==> config.mk <==
export PLATFORM = sky130hd
export DESIGN_NAME = nvsram_host
export DESIGN_NICKNAME = d
export VERILOG_FILES = /design/src/rtl/nvsram_cycle_timer.v /design/src/rtl/nvsram_host.v
export VERILOG_INCLUDE_DIRS = /design/src /design/src/rtl
export SDC_FILE = /design/constraint.sdc
export NUM_CORES = 1
export LEC_CHECK = 0
export ABC_AREA = 1
export ABC_CLOCK_PERIOD_IN_PS = 1800
export BUFFER_PORTS_ARGS = -buffer_cell sky130_fd_sc_hd__buf_2
export CAP_MARGIN = 20
export CORE_ASPECT_RATIO = 2
export CORE_UTILIZATION = 35
export DETAILED_ROUTE_END_ITERATION = 6
export GPL_ROUTABILITY_DRIVEN = 1
export PLACE_DENSITY = 0.63
export SLEW_MARGIN = 20
export SYNTH_ARGS = -nofsm -noshare
export SYNTH_HDL_FRONTEND = slang
export SYNTH_HIERARCHICAL = 1
export SYNTH_SLANG_ARGS = --single-unit
==> constraint.sdc <==
create_clock -name sys_clk_i -period 1.8 [get_ports sys_clk_i]
set_input_delay 0.36 -clock sys_clk_i [delete_from_list [all_inputs] [get_ports sys_clk_i]]
set_output_delay 0.36 -clock sys_clk_i [all_outputs]
set_load 0.03 [all_outputs]
==> src/rtl/nvsram_host_consts.vh <==
`ifndef NVSRAM_HOST_CONSTS_VH
`define NVSRAM_HOST_CONSTS_VH
`define CLK_PERIOD_NS 10
`define ADDR_W 20
`define DATA_W 16
`define CNT_W 24
// Timing in documented units
`define CYCLE_TIME_FAST_NS 25
`define CYCLE_TIME_SLOW_NS 45
`define POWERUP_RECALL_TIME_MS 30
`define STORE_DURATION_MS 8
`define SOFT_RECALL_DURATION_US 600
`define COMMAND_PROCESSING_TIME_US 500
`define SLEEP_EXIT_TIME_MS 30
`define SLEEP_ENTRY_TIME_MS 8
`define LAST_WRITE_TO_SLEEP_US 0
// Commands
`define CMD_STORE 2'h0
`define CMD_RECALL 2'h1
`define CMD_AUTO_EN 2'h2
`define CMD_AUTO_DIS 2'h3
`define CMD_STEPS 3'h6
`define CMD_LAST_STEP 3'h5
`endif

==> src/rtl/nvsram_cycle_timer.v <==
`timescale 1ns/100ps
`default_nettype none
`include "nvsram_host_consts.vh"
module nvsram_cycle_timer (
   input wire sys_clk_i,
   input wire sys_rst_i,
   input wire load_i,
   input wire [`CNT_W-1:0] count_i,
   output wire done_o
);
   reg [`CNT_W-1:0] remain;
   // ----------------------------------------
   // Down counter
   // ----------------------------------------
   always @(posedge sys_clk_i) begin
      if (sys_rst_i) begin
         remain <= {`CNT_W{1'b0}};
      end else if (load_i) begin
         remain <= count_i;
      end else if (remain != {`CNT_W{1'b0}}) begin
         remain <= remain - 1'b1;
      end
   end
   assign done_o = (remain == {`CNT_W{1'b0}}) && !load_i;
endmodule // nvsram_cycle_timer
`default_nettype wire

==> src/rtl/nvsram_host.v <==
`timescale 1ns/100ps
`default_nettype none
`include "nvsram_host_consts.vh"
module nvsram_host #(
   parameter SLOW_GRADE = 0,
   parameter WIDE_BUS = 1,
   parameter DUAL_SELECT = 1,
   parameter [`ADDR_W-1:0] CMD_ADDR_0 = 20'h00001,
   parameter [`ADDR_W-1:0] CMD_ADDR_1 = 20'h00002,
   parameter [`ADDR_W-1:0] CMD_ADDR_2 = 20'h00003,
   parameter [`ADDR_W-1:0] CMD_ADDR_3 = 20'h00004,
   parameter [`ADDR_W-1:0] CMD_ADDR_4 = 20'h00005,
   parameter [`ADDR_W-1:0] ADDR_STORE = 20'h00010,
   parameter [`ADDR_W-1:0] ADDR_RECALL = 20'h00011,
   parameter [`ADDR_W-1:0] ADDR_AUTO_EN = 20'h00012,
   parameter [`ADDR_W-1:0] ADDR_AUTO_DIS = 20'h00013,
   parameter integer POWERUP_CYCLES = `POWERUP_RECALL_TIME_MS * 1000000 / `CLK_PERIOD_NS,
   parameter integer STORE_CYCLES = `STORE_DURATION_MS * 1000000 / `CLK_PERIOD_NS,
   parameter integer RECALL_CYCLES = `SOFT_RECALL_DURATION_US * 1000 / `CLK_PERIOD_NS,
   parameter integer PROCESS_CYCLES = `COMMAND_PROCESSING_TIME_US * 1000 / `CLK_PERIOD_NS,
   parameter integer WAKE_CYCLES = `SLEEP_EXIT_TIME_MS * 1000000 / `CLK_PERIOD_NS,
   parameter integer SLEEP_CYCLES = `SLEEP_ENTRY_TIME_MS * 1000000 / `CLK_PERIOD_NS
) (
   input wire sys_clk_i,
   input wire sys_rst_i,
   // User side
   input wire req_valid_i,
   input wire req_write_i,
   input wire req_clock_reg_i,
   input wire [`ADDR_W-1:0] req_addr_i,
   input wire [`DATA_W-1:0] req_wdata_i,
   input wire [1:0] req_lanes_i,
   output wire req_ready_o,
   output reg rsp_valid_o,
   output reg [`DATA_W-1:0] rsp_rdata_o,
   input wire cmd_valid_i,
   input wire [1:0] cmd_code_i,
   output wire cmd_ready_o,
   input wire hw_store_i,
   input wire sleep_i,
   output reg asleep_o,
   // Device side
   output reg [`ADDR_W-1:0] addr_o,
   input wire [`DATA_W-1:0] data_i,
   output reg [`DATA_W-1:0] data_o,
   output reg data_oe_o,
   output reg select_one_n_o,
   output reg select_two_n_o,
   output reg write_enable_n_o,
   output reg output_enable_n_o,
   output reg low_byte_lane_n_o,
   output reg high_byte_lane_n_o,
   input wire hw_store_busy_n_i,
   output reg hw_store_busy_n_o,
   output reg hw_store_busy_n_oe_o,
   output reg sleep_request_n_o
);
   localparam integer CYC_NS = SLOW_GRADE ? `CYCLE_TIME_SLOW_NS : `CYCLE_TIME_FAST_NS;
   localparam integer ACC_CYCLES = (CYC_NS + `CLK_PERIOD_NS - 1) / `CLK_PERIOD_NS;
   localparam integer RC_CYCLES = RECALL_CYCLES + PROCESS_CYCLES;
   localparam [`CNT_W-1:0] ACC_CNT = ACC_CYCLES[`CNT_W-1:0];
   localparam [`CNT_W-1:0] PU_CNT = POWERUP_CYCLES[`CNT_W-1:0];
   localparam [`CNT_W-1:0] ST_CNT = STORE_CYCLES[`CNT_W-1:0];
   localparam [`CNT_W-1:0] RC_CNT = RC_CYCLES[`CNT_W-1:0];
   localparam [`CNT_W-1:0] PR_CNT = PROCESS_CYCLES[`CNT_W-1:0];
   localparam [`CNT_W-1:0] WK_CNT = WAKE_CYCLES[`CNT_W-1:0];
   localparam [`CNT_W-1:0] SL_CNT = SLEEP_CYCLES[`CNT_W-1:0];
   localparam [3:0] S_POWERUP = 4'h0;
   localparam [3:0] S_IDLE = 4'h1;
   localparam [3:0] S_SETUP = 4'h2;
   localparam [3:0] S_ACCESS = 4'h3;
   localparam [3:0] S_END = 4'h4;
   localparam [3:0] S_WAIT = 4'h5;
   localparam [3:0] S_HWSTORE = 4'h6;
   localparam [3:0] S_SLEEP = 4'h7;
   localparam [3:0] S_WAKE = 4'h8;
   reg [3:0] state;
   reg [3:0] after_wait;
   reg is_cmd;
   reg is_write;
   reg is_clock;
   reg [2:0] step;
   reg [1:0] cmd;
   reg [1:0] lanes;
   reg timer_load;
   reg [`CNT_W-1:0] timer_count;
   wire timer_done;
   // ----------------------------------------
   // Command address lookup
   // ----------------------------------------
   function [`ADDR_W-1:0] cmd_addr;
      input [2:0] idx;
      input [1:0] code;
      begin
         case (idx)
            3'h0: cmd_addr = CMD_ADDR_0;
            3'h1: cmd_addr = CMD_ADDR_1;
            3'h2: cmd_addr = CMD_ADDR_2;
            3'h3: cmd_addr = CMD_ADDR_3;
            3'h4: cmd_addr = CMD_ADDR_4;
            default: begin
               if (code == `CMD_STORE) cmd_addr = ADDR_STORE;
               else if (code == `CMD_RECALL) cmd_addr = ADDR_RECALL;
               else if (code == `CMD_AUTO_EN) cmd_addr = ADDR_AUTO_EN;
               else cmd_addr = ADDR_AUTO_DIS;
            end
         endcase
      end
   endfunction
   nvsram_cycle_timer u_timer (
      .sys_clk_i(sys_clk_i),
      .sys_rst_i(sys_rst_i),
      .load_i(timer_load),
      .count_i(timer_count),
      .done_o(timer_done)
   );
   // Strap-free selection: idle level is deselected
   wire sel_n_one_idle = 1'b1;
   assign req_ready_o = (state == S_IDLE) && !sleep_i && !hw_store_i;
   assign cmd_ready_o = req_ready_o && !req_valid_i;
   // ----------------------------------------
   // Sequencer
   // ----------------------------------------
   always @(posedge sys_clk_i) begin
      timer_load <= 1'b0;
      timer_count <= timer_count;
      rsp_valid_o <= 1'b0;
      if (sys_rst_i) begin
         state <= S_POWERUP;
         after_wait <= S_IDLE;
         is_cmd <= 1'b0;
         is_write <= 1'b0;
         is_clock <= 1'b0;
         step <= 3'h0;
         cmd <= `CMD_STORE;
         lanes <= 2'h0;
         timer_load <= 1'b1;
         timer_count <= PU_CNT;
         rsp_rdata_o <= {`DATA_W{1'b0}};
         asleep_o <= 1'b0;
         addr_o <= {`ADDR_W{1'b0}};
         data_o <= {`DATA_W{1'b0}};
         data_oe_o <= 1'b0;
         select_one_n_o <= sel_n_one_idle;
         select_two_n_o <= 1'b0;
         write_enable_n_o <= 1'b1;
         output_enable_n_o <= 1'b1;
         low_byte_lane_n_o <= 1'b1;
         high_byte_lane_n_o <= 1'b1;
         hw_store_busy_n_o <= 1'b1;
         hw_store_busy_n_oe_o <= 1'b0;
         sleep_request_n_o <= 1'b1;
      end else begin
         case (state)
            S_POWERUP: begin
               // Accesses would be ignored while recall runs
               if (timer_done) state <= S_IDLE;
            end
            S_IDLE: begin
               hw_store_busy_n_oe_o <= 1'b1;
               hw_store_busy_n_o <= 1'b1;
               if (hw_store_i) begin
                  hw_store_busy_n_o <= 1'b0;
                  timer_load <= 1'b1;
                  timer_count <= ST_CNT;
                  state <= S_HWSTORE;
               end else if (sleep_i) begin
                  sleep_request_n_o <= 1'b0;
                  timer_load <= 1'b1;
                  timer_count <= SL_CNT;
                  state <= S_SLEEP;
               end else if (req_valid_i || cmd_valid_i) begin
                  is_cmd <= !req_valid_i;
                  is_write <= req_valid_i && req_write_i;
                  is_clock <= req_valid_i && req_write_i && req_clock_reg_i;
                  cmd <= cmd_code_i;
                  step <= 3'h0;
                  addr_o <= req_valid_i ? req_addr_i : cmd_addr(3'h0, cmd_code_i);
                  data_o <= req_wdata_i;
                  lanes <= req_lanes_i;
                  // Clock writes set low lane first, before select or write enable
                  low_byte_lane_n_o <= (req_valid_i && req_write_i && req_clock_reg_i)
                     ? 1'b0 : 1'b1;
                  state <= S_SETUP;
               end
            end
            S_SETUP: begin
               // Select edge times the cycle; lanes are driven in this same cycle, except the low lane of clock writes
               select_one_n_o <= 1'b0;
               select_two_n_o <= DUAL_SELECT ? 1'b1 : 1'b0;
               write_enable_n_o <= !is_write;
               output_enable_n_o <= is_write;
               data_oe_o <= is_write;
               if (WIDE_BUS && !is_cmd) begin
                  low_byte_lane_n_o <= is_clock ? 1'b0 : !lanes[0];
                  high_byte_lane_n_o <= !lanes[1];
               end else begin
                  low_byte_lane_n_o <= 1'b0;
                  high_byte_lane_n_o <= 1'b0;
               end
               timer_load <= 1'b1;
               timer_count <= ACC_CNT;
               state <= S_ACCESS;
            end
            S_ACCESS: begin
               if (timer_done) begin
                  if (!is_write) rsp_rdata_o <= data_i;
                  select_one_n_o <= 1'b1;
                  select_two_n_o <= 1'b0;
                  write_enable_n_o <= 1'b1;
                  output_enable_n_o <= 1'b1;
                  state <= S_END;
               end
            end
            S_END: begin
               data_oe_o <= 1'b0;
               low_byte_lane_n_o <= 1'b1;
               high_byte_lane_n_o <= 1'b1;
               if (is_cmd && step != `CMD_LAST_STEP) begin
                  step <= step + 3'h1;
                  addr_o <= cmd_addr(step + 3'h1, cmd);
                  state <= S_SETUP;
               end else if (is_cmd) begin
                  // Sixth read data is discarded
                  rsp_rdata_o <= {`DATA_W{1'b0}};
                  timer_load <= 1'b1;
                  timer_count <= (cmd == `CMD_STORE) ? ST_CNT + PR_CNT
                     : (cmd == `CMD_RECALL) ? RC_CNT : PR_CNT;
                  after_wait <= S_IDLE;
                  state <= S_WAIT;
               end else begin
                  rsp_valid_o <= 1'b1;
                  state <= S_IDLE;
               end
            end
            S_WAIT: begin
               if (timer_done) begin
                  rsp_valid_o <= is_cmd;
                  state <= after_wait;
               end
            end
            S_HWSTORE: begin
               // Hold request low, then release to the device
               hw_store_busy_n_oe_o <= 1'b0;
               if (timer_done || (hw_store_busy_n_i && !hw_store_busy_n_oe_o
                     && !timer_load)) begin
                  state <= S_IDLE;
               end
            end
            S_SLEEP: begin
               data_oe_o <= 1'b0;
               if (timer_done) asleep_o <= 1'b1;
               if (timer_done && !sleep_i) begin
                  sleep_request_n_o <= 1'b1;
                  asleep_o <= 1'b0;
                  timer_load <= 1'b1;
                  timer_count <= WK_CNT;
                  state <= S_WAKE;
               end
            end
            S_WAKE: begin
               if (timer_done) state <= S_IDLE;
            end
            default: state <= S_IDLE;
         endcase
      end
   end
   // are device behaviour; this host never drives data on reads
endmodule // nvsram_host
`default_nettype wire

==> metrics.md <==
| Metric | Value |
|---|---|
| DR vias | `5933` |
| Clock Sinks | `117` |
| Final WL | `17800 um` |
| HP Class | `in2reg` |
| Post-route ant nets | `0` |
| H-tree Lvls | `4` |
| R2R cell count | `13` |
| Final Hold Fails | `0` |
| Max Cap Viol | `0` |
| Via-to-Cell Ratio | `4.86` |
| Leak pwr | `3.87 nW` |
| Worst setup margin | `0.0792 ns` |
| Synth warnings | `6` |
| Chip width | `92.9 um` |
| Crit Path Class | `reg2out` |
| Final worst-path cycle share | `95.6%` |
| Uppermost routed layer | `met4` |
| Met2 routed wirelength | `10300 um` |
| Final net count | `1078` |
| Largest net degree at the start of global routing | `41` |
| Comb power frac | `45.6%` |
| Buffers added on ports | `130` |
| Ports | `131` |
| Filler cells | `1692` |
| Cell area after placement | `0.00696 mm^2` |
| Overall power | `13.2 mW` |
| Remaining Overflow, GRT | `0` |
| Die ar. | `0.0171 mm^2` |
| Distinct cells, synth | `44` |
| Crit path launch type | `register` |
| Routability Congestion | `0.976` |
| Dpl hpwl | `13300 um` |
| Total internal power | `7.64 mW` |
| Vias in the first global route | `5624` |
| EDFF count, synth | `0` |
| Fmax | `0.581 GHz` |
| Clock tree buffer depth | `2` |
| Core Region | `0.0162 mm^2` |
| Hold Path Depth | `3` |
| Top FF cell, synth | `dfxtp_1` |
| Cell taking the most area after synthesis | `dfxtp_1` |
| P&R area growth vs syn | `34.6%` |
| Status | `finished clean` |
| Routed length per instance | `14.6 um` |
| Syn Inst Count | `826` |
| Diodes inserted | `0` |
| Asr flop ratio synth | `0%` |
| Initial antenna violation count | `0` |
| First drt pass iteration count | `4` |
| Minimum clock period | `1.72 ns` |
| Num CTS Buffers | `17` |
| DRC | `0` |
| Synthesized area | `0.00578 mm^2` |
| Reg power frac | `29.1%` |
| Switching pwr | `5.58 mW` |
| Design area | `0.00779 mm^2` |
| Height of the chip | `184 um` |
| Root buf cell | `clkbuf_16` |
| Starting Density | `35.7%` |
| Sequential-to-total area share from yosys stat | `40.5%` |
| Arr. time, crit path | `1.36 ns` |
| Violation count after the first detailed-route iteration | `181` |
| Gr usage total | `21.0%` |
| Endpoint class of the critical path | `primary output` |
| Global-route wire length before repair | `27500 um` |
| Pre-CTS WS | `0.0211 ns` |
| Hold buffers post-CTS | `0` |
| Clock Power Share | `25.4%` |
| FP Rows | `66` |
| Yosys top cell area share | `40.5%` |
| Sw Ratio | `42.2%` |
| Hold Worst Slack | `0.167 ns` |
| Routed metal-1 wirelength | `6180 um` |
| Worst-path fanout max | `5` |
| Endpoints failing setup | `0` |
| Area contributors post-synth | `dfxtp_1, nand2_1, nor2_1` |
| Worst VDD drop | `1.09 mV` |
| Pwr per Cell Area | `1700 mW/mm^2` |
| Metal3 WL | `613 um` |
| Fin. max-slew vios | `0` |
| Flops & latches, synth | `117` |
| Clock latency on the worst-skew pair | `0.41 ns` |
| Fin Clk Skew | `0.00632 ns` |
| CTS tree | `built` |
| Clock transition at path regs | `0.05 ns` |
| Critical Path RT | `1.44 ns` |
| Share of layout cells above drive strength 1 | `32.3%` |
| Avg Inst Size Synth | `7.00 um^2` |
-- power groups by stage --
stage,Clock (mW),Sequential [mW],Combinational [mW]
6_report,3.35,3.84,6.02
5_1_grt,3.54,3.93,6.58
4_1_cts,3.42,3.78,5.70
3_5_place_dp,0,3.82,5.63
3_3_place_gp,0,3.80,5.60
2_1_floorplan,0,4.46,3.26
-- cells in the mapped netlist (2+ instances only) --
cell,count
nand4_1,7
clkbuf_1,12
inv_1,59
nor2_4,7
o21ai_0,59
nand2_2,11
nor2_8,2
o211ai_2,2
dfxtp_1,117
buf_4,4
ha_1,7
or2_2,5
o211ai_1,3
nor2_2,12
nor2_1,158
o21ai_1,2
buf_6,6
nand3_2,4
xor2_1,2
inv_2,12
buf_1,3
buf_2,8
nand2_1,168
nand2_4,8
nand3_4,2
a21oi_1,32
nand3b_1,3
nand3_1,90
o21ai_2,2
nor3_1,4
o2111ai_1,2
-- cell families (layout without fill, tap and decap cells) --
kind of cell    after synthesis  in the layout  share of synthesized area, %
mux                           1              1                         0.173
other cells                   1              6                        0.0648
flops                       117            117                          40.5
compound gates              109            109                          10.5
simple gates                484            485                          38.9
xor+xnor                      2              2                         0.303
fa+ha+maj                     7              7                          1.51
buf+inv                     105            290                          8.05
-- through the flow --
| step | std cells | setup TNS, ns | util, % |
|---|---|---|---|
| 2_1_floorplan | 831 | 0 | - |
| 3_3_place_gp | 1182 | 0 | 43.0 |
| 3_5_place_dp | 1182 | 0 | 43.0 |
| 4_1_cts | 1213 | 0 | 46.8 |
| 5_1_grt | 1221 | -0.00843 | 48.1 |
| 6_report | 1221 | 0 | 48.1 |
-- worst max-delay path, cell delays in order, from the launching register on --
cell and delay (ns):
dfxtp_2 0.33, inv_2 0.07, nor2_4 0.14, nand3_4 0.14, nor2_4 0.12, buf_6 0.13
-- metal layers --
metal | GRT usage, % | vias to the layer above
met4 | 11.7 | 0
met2 | 41.2 | 141
li1 | - | 3003
met3 | 4.71 | 44
met5 | 0 | -
met1 | 19.0 | 2745
-- cells in the final DEF (no fill, tap or decap), types with 15 or more instances in the layout --
master	netlist	final
inv_2	12	15
o21ai_0	59	58
nor2_2	12	17
nand2_1	168	165
buf_2	8	128
a21oi_1	32	32
nor2_1	158	147
dfxtp_1	117	101
nand3_1	90	87
clkbuf_16	0	18
inv_1	59	54
dfxtp_2	0	16
buf_4	4	55
-- cell type report --
cell class	count	area, um^2	share of cell area (%)
Multi-Input combinational cell	610	3140	40.4
Sequential cell	117	2360	30.3
Timing Repair Buffer	189	1170	15.0
Clock buffer	22	484	6.22
Inverter	71	272	3.49
Tap cell	204	255	3.28
Clock inverter	8	100	1.29
-- flip-flops by register name (all words and copies together) (netlist names), 2 cells and up --
signal	count
u_timer/remain	24
addr_o	20
data_o	16
rsp_rdata_o	16
timer_count	14
state	4
step	3
cmd	2
lanes	2
-- path summary, 6_finish.rpt --
kind	from	to	slack [ns]
min reg2reg	timer_count[21]$_SDFFE_PP1P_	timer_count[21]$_SDFFE_PP1P_	0.44
max	state[0]$_SDFFE_PP0P_	cmd_ready_o	0.08
min	req_wdata_i[3]	data_o[3]$_SDFFE_PP0P_	0.17
max reg2reg	u_timer/remain[0]$_SDFFE_PP0N_	timer_count[14]$_SDFFE_PP1P_	0.09
-- what timing repair did --
action / 4_1_cts / 5_1_grt
gates cloned: 0 / 2
gates resized for setup: 6 / 52
setup endpoints to repair: 4 / 42
setup buffers: 2 / 7
pin swaps: 2 / 14
hold endpoints to repair: 0 / 0
(Power assumes the default switching activity.)
